`src/hdl/conv_format_pkg.sv`:
```
// constants and types for the two-channel converter register front end
// What this block does
// - enable 0: output off, converter shut down
// - enable 1: output driven, converter running
// - control bits 6:3 read zero, ignored
// - code 000: high[3:0] over whole low byte
// - code 001: high[4:0] over low[7:1]
// - code 010: high[5:0] over low[7:2]
// - code 011: high[6:0] over low[7:3]
// - code 1xx: whole high over low[7:4]
// - channel 1 high byte at 0xD6, resets zero
// - channel 1 low byte at 0xD5, resets zero
// - channel 1 control at 0xD7, resets zero
// - word latched only on high-byte write
// - channel 1 behaves like channel 0
// - latched word is twelve bits wide
package conv_format_pkg;
	localparam logic [7:0] ADDR_CH0_DATA_LOW  = 8'hD2;
	localparam logic [7:0] ADDR_CH0_DATA_HIGH = 8'hD3;
	localparam logic [7:0] ADDR_CH0_CONTROL   = 8'hD4;
	localparam logic [7:0] ADDR_CH1_DATA_LOW  = 8'hD5;
	localparam logic [7:0] ADDR_CH1_DATA_HIGH = 8'hD6;
	localparam logic [7:0] ADDR_CH1_CONTROL   = 8'hD7;
	localparam logic [7:0] RESET_BYTE         = 8'h00;
	localparam logic [11:0] RESET_WORD        = 12'h000;
	localparam int ENABLE_BIT                 = 7;
	localparam logic [7:0] CONTROL_MASK       = 8'h87;

	typedef struct packed {
		logic       write;
		logic       read;
		logic [7:0] addr;
		logic [7:0] wdata;
	} sfr_req_type;

	typedef struct packed {
		logic [11:0] word;
		logic        enable;
	} conv_out_type;
endpackage

```
`src/hdl/conv_format_ctrl.sv`:
```
// two-channel converter register front end with data-format justification
module conv_format_ctrl
	import conv_format_pkg::*;
#(
	parameter int WORD_WIDTH = 12
) (
	input  wire logic         clk_sys_i,
	input  wire logic         reset_i,
	input  wire sfr_req_type  sfr_req_i,
	output logic [7:0]        sfr_rdata_o,
	output conv_out_type      ch0_conv_o,
	output conv_out_type      ch1_conv_o
);

	// assemble the word from high and low bytes per format code
	function automatic logic [11:0] assemble(input logic [2:0] fmt, input logic [7:0] hi, input logic [7:0] lo);
		logic [11:0] w;
		w = RESET_WORD;
		if (fmt[2]) begin
			w = {hi, lo[7:4]};
		end else begin
			case (fmt[1:0])
				2'h0: w = {hi[3:0], lo};
				2'h1: w = {hi[4:0], lo[7:1]};
				2'h2: w = {hi[5:0], lo[7:2]};
				default: w = {hi[6:0], lo[7:3]};
			endcase
		end
		return w;
	endfunction

	// word width must stay equal to the output struct field
	logic [7:0]            low_reg  [2];
	logic [7:0]            high_reg [2];
	logic [7:0]            ctrl_reg [2];
	logic [WORD_WIDTH-1:0] word_reg [2];
	logic [7:0]            rdata_next;

	// channel 0 at index 0, channel 1 at index 1; identical logic
	genvar ch;
	generate
		for (ch = 0; ch < 2; ch++) begin : g_ch
			localparam logic [7:0] A_LO = (ch == 0) ? ADDR_CH0_DATA_LOW : ADDR_CH1_DATA_LOW;
			localparam logic [7:0] A_HI = (ch == 0) ? ADDR_CH0_DATA_HIGH : ADDR_CH1_DATA_HIGH;
			localparam logic [7:0] A_CN = (ch == 0) ? ADDR_CH0_CONTROL : ADDR_CH1_CONTROL;
			wire logic wr_lo = sfr_req_i.write && (sfr_req_i.addr == A_LO);
			wire logic wr_hi = sfr_req_i.write && (sfr_req_i.addr == A_HI);
			wire logic wr_cn = sfr_req_i.write && (sfr_req_i.addr == A_CN);

			always_ff @(posedge clk_sys_i) begin
				if (reset_i) begin
					low_reg[ch] <= RESET_BYTE;
				end else if (wr_lo) begin
					low_reg[ch] <= sfr_req_i.wdata;
				end
			end

			always_ff @(posedge clk_sys_i) begin
				if (reset_i) begin
					high_reg[ch] <= RESET_BYTE;
				end else if (wr_hi) begin
					high_reg[ch] <= sfr_req_i.wdata;
				end
			end

			// unused bits never stored, so they read zero
			always_ff @(posedge clk_sys_i) begin
				if (reset_i) begin
					ctrl_reg[ch] <= RESET_BYTE;
				end else if (wr_cn) begin
					ctrl_reg[ch] <= sfr_req_i.wdata & CONTROL_MASK;
				end
			end

			// latch uses the written high byte and the format of that moment,
			// so low byte first gives full resolution
			always_ff @(posedge clk_sys_i) begin
				if (reset_i) begin
					word_reg[ch] <= RESET_WORD;
				end else if (wr_hi) begin
					word_reg[ch] <= assemble(ctrl_reg[ch][2:0], sfr_req_i.wdata, low_reg[ch]);
				end
			end
		end
	endgenerate

	// outputs: enable low shuts converter and floats pin
	always_ff @(posedge clk_sys_i) begin
		if (reset_i) begin
			ch0_conv_o <= '0;
			ch1_conv_o <= '0;
		end else begin
			ch0_conv_o.enable <= ctrl_reg[0][ENABLE_BIT];
			ch1_conv_o.enable <= ctrl_reg[1][ENABLE_BIT];
			ch0_conv_o.word   <= word_reg[0];
			ch1_conv_o.word   <= word_reg[1];
		end
	end

	always_comb begin
		rdata_next = RESET_BYTE;
		if (sfr_req_i.addr == ADDR_CH0_DATA_LOW) begin
			rdata_next = low_reg[0];
		end else if (sfr_req_i.addr == ADDR_CH0_DATA_HIGH) begin
			rdata_next = high_reg[0];
		end else if (sfr_req_i.addr == ADDR_CH0_CONTROL) begin
			rdata_next = ctrl_reg[0];
		end else if (sfr_req_i.addr == ADDR_CH1_DATA_LOW) begin
			rdata_next = low_reg[1];
		end else if (sfr_req_i.addr == ADDR_CH1_DATA_HIGH) begin
			rdata_next = high_reg[1];
		end else if (sfr_req_i.addr == ADDR_CH1_CONTROL) begin
			rdata_next = ctrl_reg[1];
		end
	end

	// registered read data, one cycle after the read request
	always_ff @(posedge clk_sys_i) begin
		if (reset_i) begin
			sfr_rdata_o <= RESET_BYTE;
		end else if (sfr_req_i.read) begin
			sfr_rdata_o <= rdata_next;
		end
	end

	property p_ctrl_unused_zero;
		@(posedge clk_sys_i) disable iff (reset_i)
		sfr_req_i.read && sfr_req_i.addr == ADDR_CH1_CONTROL |=> sfr_rdata_o[6:3] == 4'h0;
	endproperty
	a_ctrl_unused_zero: assert property (p_ctrl_unused_zero) else $error("unused control bits not zero");

	property p_fmt0_ch1;
		@(posedge clk_sys_i) disable iff (reset_i)
		sfr_req_i.write && sfr_req_i.addr == ADDR_CH1_DATA_HIGH && ctrl_reg[1][2:0] == 3'h0
		|=> ##1 ch1_conv_o.word == {$past(sfr_req_i.wdata[3:0], 2), $past(low_reg[1], 2)};
	endproperty
	a_fmt0_ch1: assert property (p_fmt0_ch1) else $error("format 000 word wrong");

	property p_fmt1_ch1;
		@(posedge clk_sys_i) disable iff (reset_i)
		sfr_req_i.write && sfr_req_i.addr == ADDR_CH1_DATA_HIGH && ctrl_reg[1][2:0] == 3'h1
		|=> ##1 ch1_conv_o.word == {$past(sfr_req_i.wdata[4:0], 2), $past(low_reg[1][7:1], 2)};
	endproperty
	a_fmt1_ch1: assert property (p_fmt1_ch1) else $error("format 001 word wrong");

	property p_fmt2_ch1;
		@(posedge clk_sys_i) disable iff (reset_i)
		sfr_req_i.write && sfr_req_i.addr == ADDR_CH1_DATA_HIGH && ctrl_reg[1][2:0] == 3'h2
		|=> ##1 ch1_conv_o.word == {$past(sfr_req_i.wdata[5:0], 2), $past(low_reg[1][7:2], 2)};
	endproperty
	a_fmt2_ch1: assert property (p_fmt2_ch1) else $error("format 010 word wrong");

	property p_fmt3_ch1;
		@(posedge clk_sys_i) disable iff (reset_i)
		sfr_req_i.write && sfr_req_i.addr == ADDR_CH1_DATA_HIGH && ctrl_reg[1][2:0] == 3'h3
		|=> ##1 ch1_conv_o.word == {$past(sfr_req_i.wdata[6:0], 2), $past(low_reg[1][7:3], 2)};
	endproperty
	a_fmt3_ch1: assert property (p_fmt3_ch1) else $error("format 011 word wrong");

	property p_fmt4_ch0;
		@(posedge clk_sys_i) disable iff (reset_i)
		sfr_req_i.write && sfr_req_i.addr == ADDR_CH0_DATA_HIGH && ctrl_reg[0][2]
		|=> ##1 ch0_conv_o.word == {$past(sfr_req_i.wdata, 2), $past(low_reg[0][7:4], 2)};
	endproperty
	a_fmt4_ch0: assert property (p_fmt4_ch0) else $error("format 1xx word wrong");

	property p_word_only_on_high;
		@(posedge clk_sys_i) disable iff (reset_i)
		!(sfr_req_i.write && sfr_req_i.addr == ADDR_CH1_DATA_HIGH) |=> ##1 $stable(ch1_conv_o.word);
	endproperty
	a_word_only_on_high: assert property (p_word_only_on_high) else $error("word changed without high write");

	property p_enable_follows;
		@(posedge clk_sys_i) disable iff (reset_i)
		sfr_req_i.write && sfr_req_i.addr == ADDR_CH1_CONTROL
		|=> ##1 ch1_conv_o.enable == $past(sfr_req_i.wdata[7], 2);
	endproperty
	a_enable_follows: assert property (p_enable_follows) else $error("enable does not follow control write");

	property p_high_reset;
		@(posedge clk_sys_i) reset_i |=> high_reg[1] == RESET_BYTE && low_reg[1] == RESET_BYTE && ctrl_reg[1] == RESET_BYTE;
	endproperty
	a_high_reset: assert property (p_high_reset) else $error("channel 1 registers not cleared by reset");

	property p_fmt0_ch0;
		@(posedge clk_sys_i) disable iff (reset_i)
		sfr_req_i.write && sfr_req_i.addr == ADDR_CH0_DATA_HIGH && ctrl_reg[0][2:0] == 3'h0
		|=> ##1 ch0_conv_o.word == {$past(sfr_req_i.wdata[3:0], 2), $past(low_reg[0], 2)};
	endproperty
	a_fmt0_ch0: assert property (p_fmt0_ch0) else $error("channel 0 format 000 word wrong");

	property p_fmt1_ch0;
		@(posedge clk_sys_i) disable iff (reset_i)
		sfr_req_i.write && sfr_req_i.addr == ADDR_CH0_DATA_HIGH && ctrl_reg[0][2:0] == 3'h1
		|=> ##1 ch0_conv_o.word == {$past(sfr_req_i.wdata[4:0], 2), $past(low_reg[0][7:1], 2)};
	endproperty
	a_fmt1_ch0: assert property (p_fmt1_ch0) else $error("channel 0 format 001 word wrong");

	property p_fmt2_ch0;
		@(posedge clk_sys_i) disable iff (reset_i)
		sfr_req_i.write && sfr_req_i.addr == ADDR_CH0_DATA_HIGH && ctrl_reg[0][2:0] == 3'h2
		|=> ##1 ch0_conv_o.word == {$past(sfr_req_i.wdata[5:0], 2), $past(low_reg[0][7:2], 2)};
	endproperty
	a_fmt2_ch0: assert property (p_fmt2_ch0) else $error("channel 0 format 010 word wrong");

	property p_fmt3_ch0;
		@(posedge clk_sys_i) disable iff (reset_i)
		sfr_req_i.write && sfr_req_i.addr == ADDR_CH0_DATA_HIGH && ctrl_reg[0][2:0] == 3'h3
		|=> ##1 ch0_conv_o.word == {$past(sfr_req_i.wdata[6:0], 2), $past(low_reg[0][7:3], 2)};
	endproperty
	a_fmt3_ch0: assert property (p_fmt3_ch0) else $error("channel 0 format 011 word wrong");

	property p_fmt4_ch1;
		@(posedge clk_sys_i) disable iff (reset_i)
		sfr_req_i.write && sfr_req_i.addr == ADDR_CH1_DATA_HIGH && ctrl_reg[1][2]
		|=> ##1 ch1_conv_o.word == {$past(sfr_req_i.wdata, 2), $past(low_reg[1][7:4], 2)};
	endproperty
	a_fmt4_ch1: assert property (p_fmt4_ch1) else $error("channel 1 format 1xx word wrong");

	property p_enable_follows_ch0;
		@(posedge clk_sys_i) disable iff (reset_i)
		sfr_req_i.write && sfr_req_i.addr == ADDR_CH0_CONTROL
		|=> ##1 ch0_conv_o.enable == $past(sfr_req_i.wdata[7], 2);
	endproperty
	a_enable_follows_ch0: assert property (p_enable_follows_ch0) else $error("channel 0 enable wrong");

	property p_word_only_on_high_ch0;
		@(posedge clk_sys_i) disable iff (reset_i)
		!(sfr_req_i.write && sfr_req_i.addr == ADDR_CH0_DATA_HIGH) |=> ##1 $stable(ch0_conv_o.word);
	endproperty
	a_word_only_on_high_ch0: assert property (p_word_only_on_high_ch0) else $error("channel 0 word changed");

	property p_ch0_reset;
		@(posedge clk_sys_i) reset_i |=> high_reg[0] == RESET_BYTE && low_reg[0] == RESET_BYTE && ctrl_reg[0] == RESET_BYTE;
	endproperty
	a_ch0_reset: assert property (p_ch0_reset) else $error("channel 0 registers not cleared by reset");

endmodule

```
`config.mk`:
```
export PLATFORM = sky130hd
export DESIGN_NAME = conv_format_ctrl
export DESIGN_NICKNAME = d
export VERILOG_FILES = /design/src/hdl/conv_format_pkg.sv /design/src/hdl/conv_format_ctrl.sv
export SDC_FILE = /design/constraint.sdc
export NUM_CORES = 1
export LEC_CHECK = 0
export ABC_AREA = 0
export BUFFER_PORTS_ARGS = -buffer_cell sky130_fd_sc_hd__buf_2
export CORE_ASPECT_RATIO = 1.4
export CORE_MARGIN = 4
export CORE_UTILIZATION = 37
export CTS_CLUSTER_DIAMETER = 60
export CTS_CLUSTER_SIZE = 28
export DETAILED_ROUTE_END_ITERATION = 8
export GPL_TIMING_DRIVEN = 0
export PLACE_DENSITY = 0.6
export SLEW_MARGIN = 20
export SYNTH_ARGS = -nofsm -noshare
export SYNTH_HDL_FRONTEND = slang
export SYNTH_SLANG_ARGS = --single-unit
```
`constraint.sdc`:
```
create_clock -name clk_sys_i -period 9.5 [get_ports clk_sys_i]
set_clock_uncertainty 0.1 [all_clocks]
set_input_delay 1.9 -clock clk_sys_i [delete_from_list [all_inputs] [get_ports clk_sys_i]]
set_output_delay 1.9 -clock clk_sys_i [all_outputs]
set_load 0.02 [all_outputs]
```
==> impl_metrics.env <==
export IMPL_finalHoldViolCount=0
export IMPL_critPathLaunchType="input pin"
export IMPL_place_ws_ns=4.991
export IMPL_cts_setup_buffers=0
export IMPL_path_max_fanout=12
export IMPL_power_frac_comb_pct=9.6
export IMPL_clock_power_share_pct=37.3
export IMPL_leakage_nw=2.096
export IMPL_grt_max_degree=16
export IMPL_antenna_found_initial=0
export IMPL_seqCellArea_um2=2603
export IMPL_avgSynthCellArea_um2=12.96
export IMPL_antennaDiodeCount=0
export IMPL_synth_edf_count=64
export IMPL_rsz0062_at_grt="false"
export IMPL_drt_vias_per_instance=5.232
export IMPL_synth_top_family_by_area="multiplexers"
export IMPL_die_h_um=139.4
export IMPL_cts_resized=0
export IMPL_synth_xor_area_share_pct=0
export IMPL_place_congestion=0.8706
export IMPL_cts_buffer_depth=2
export IMPL_finalSetupViolations=0
export IMPL_ys_seq_area_share_pct=57.03
export IMPL_fin_ws_ns=5.560
export IMPL_dr_first_iter_drc_count=170
export IMPL_rows=47
export IMPL_final_period_utilization_pct=41.47
export IMPL_largest_reg_flops=24
export IMPL_ioPinCount=54
export IMPL_slew_viol_final=0
export IMPL_fin_tns_setup_ns=0
export IMPL_synth_mux_area_share_pct=18.73
export IMPL_synthSimpleGateAreaFrac_pct=16.12
export IMPL_synth_ff_type="edfxtp_1"
export IMPL_synthAdderAreaFrac_pct=0
export IMPL_vias=2972
export IMPL_crit_type="input pin to flop"
export IMPL_fill_cells=1107
export IMPL_hp_class="flop to flop"
export IMPL_placed_cells=553
export IMPL_maxCapViolCount=0
export IMPL_grt_use_met3_pct=1.853
export IMPL_path_clk_slew_ns=0.06
export IMPL_h_tree_depth=3
export IMPL_arrival_ns=3.89
export IMPL_gr_max_usage_layer="met2"
export IMPL_fin_cells=568
export IMPL_outcome="finished, final reports clean"
export IMPL_dp_hpwl_um=7706
export IMPL_die_w_um=101.9
export IMPL_root_buffer="clkbuf_16"
export IMPL_grt_pass1_vias=2957
export IMPL_nNetsFinal=437
export IMPL_multi_input_area_um2=1849
export IMPL_drtAntennaViolNets=0
export IMPL_area_delta_synth_final_pct=16.84
export IMPL_dieArea_um2=14200
export IMPL_switching_share_pct=22.54
export IMPL_seqPwrFrac_pct=53.2
export IMPL_drcViolationCount=0
export IMPL_fmax_mhz=253.8
export IMPL_dr_pass1_iters=4
export IMPL_yosysWarnings=0
export IMPL_wl_per_cell_um=18.33
export IMPL_cp_end_kind="flop"
export IMPL_max_slew_margin_rel_pct=31.03
export IMPL_period_minus_slack_ns=3.940
export IMPL_core_area_um2=11940
export IMPL_crit_required_ns=9.45
export IMPL_drive_gt1_share_pct=26.60
export IMPL_cts_sinks=98
export IMPL_gr_usage_met1_pct=16.57
export IMPL_p_switching_mw=0.2028
export IMPL_worstSkewPairLatency_ns=0.34
export IMPL_grt_pass1_wl_um=15980
export IMPL_worst_pin_slew_ns=1.024
export IMPL_gr_total_overflow=0
export IMPL_grtUsageTotal_pct=15.06
export IMPL_cts_hold_buf=0
export IMPL_synthCells=352
export IMPL_cellInternalPower_mw=0.6968
export IMPL_io_buffer_count=52
export IMPL_synth_compound_area_share_pct=5.155
export IMPL_synth_area_um2=4563
export IMPL_wl_um=10410
export IMPL_cts_tree="yes"
export IMPL_numCtsBuffers=9
export IMPL_start_util_pct=38.22
export IMPL_ir_drop_mv=0.07263
export IMPL_syn_num_nets=372
export IMPL_ys_async_sr_fraction_pct=0
export IMPL_fin_util_pct=44.66
export IMPL_grt_use_met2_pct=26.79
export IMPL_ys_types=36
export IMPL_timing_hold_ws_ns=0.3487
export IMPL_synth_seq_cells=98
export IMPL_power_density_nw_per_um2=168.7
==> synth_stat cells (6+ instances only) <==
master    instances  share of area, %
edfxtp_1         64                42
and2_1           41               5.6
nor2_1           36               3.0
dfxtp_1          34                15
nor2b_1          32               4.4
mux2i_1          28               6.1
mux4_2           24                12
clkbuf_1         16               1.3
nand2_1          10              0.82
o31ai_1           9               1.5
inv_1             8              0.66
buf_2             6              0.66
o21ai_0           6              0.66
==> cells by family after synthesis <==
family	Yosys count
AO/OA/AOI/OAI	34
buffers and inverters	32
flip-flops	98
multiplexers	55
AND/OR/NAND/NOR	133
==> worst max-delay path, cell delays in order <==
cell,delay (ns)
buf_2,0.21
clkbuf_1,0.35
buf_2,0.32
nand4_1,0.29
o21ai_2,0.58
buf_8,0.23
==> cell type report <==
| type | count | share of cell area (%) |
|---|---|---|
| Sequential cell | 98 | 48.81 |
| Multi-Input combinational cell | 222 | 34.69 |
| Timing Repair Buffer | 54 | 5.374 |
| Clock buffer | 13 | 4.881 |
| Tap cell | 147 | 3.450 |
| Buffer | 24 | 1.971 |
| Inverter | 8 | 0.5632 |
| Clock inverter | 2 | 0.2582 |
==> worst paths after layout <==
check / cells past startpoint / start / slack (ns) / end
setup / recovery: 6 / sfr_req_i[10] / 5.56 / word_reg[1][5]
hold / removal: 1 / word_reg[0][1] / 0.35 / ch0_conv_o[2]
setup reg to reg: 4 / ctrl_reg[0][0] / 7.58 / word_reg[0][4]
hold reg to reg: 1 / word_reg[0][1] / 0.35 / ch0_conv_o[2]
==> per-stage QoR <==
| step | total power, mW | area, um^2 |
|---|---|---|
| after floorplan | 0.5430 | 4563 |
| after global placement | 0.5712 | 5007 |
| after detailed placement | 0.5747 | 5057 |
| after CTS | 0.9088 | 5331 |
| after global routing | 0.9312 | 5331 |
| final | 0.8996 | 5331 |
==> cell usage in the layout, fill, tap and decap left out, types with 2 or more instances in the layout <==
master,instances
edfxtp_1,64
buf_2,58
and2_1,41
nor2_1,36
dfxtp_1,34
nor2b_1,32
mux2i_1,28
mux4_2,24
clkbuf_1,18
nand2_1,10
clkbuf_16,9
inv_1,8
o31ai_1,8
o21ai_0,4
o22ai_1,4
a22oi_1,4
nand4_1,3
mux2_2,3
a221oi_1,3
a21oi_1,3
buf_6,2
a31o_2,2
clkbuf_8,2
==> power groups by stage <==
stage	combinational [mW]	sequential (mW)	clock (mW)
final	0.0863	0.478	0.335
after global routing	0.0936	0.479	0.358
after CTS	0.0873	0.478	0.343
after detailed placement	0.0873	0.487	0
after global placement	0.0841	0.487	0
after floorplan	0.0554	0.488	0
==> per-layer routing <==
metal / wire length [um] / share of wire, %
met1: 3801 / 37
met2: 5613 / 54
met3: 542 / 5.2
met4: 452 / 4.3
met5: 0 / 0
(Power assumes the default switching activity.)
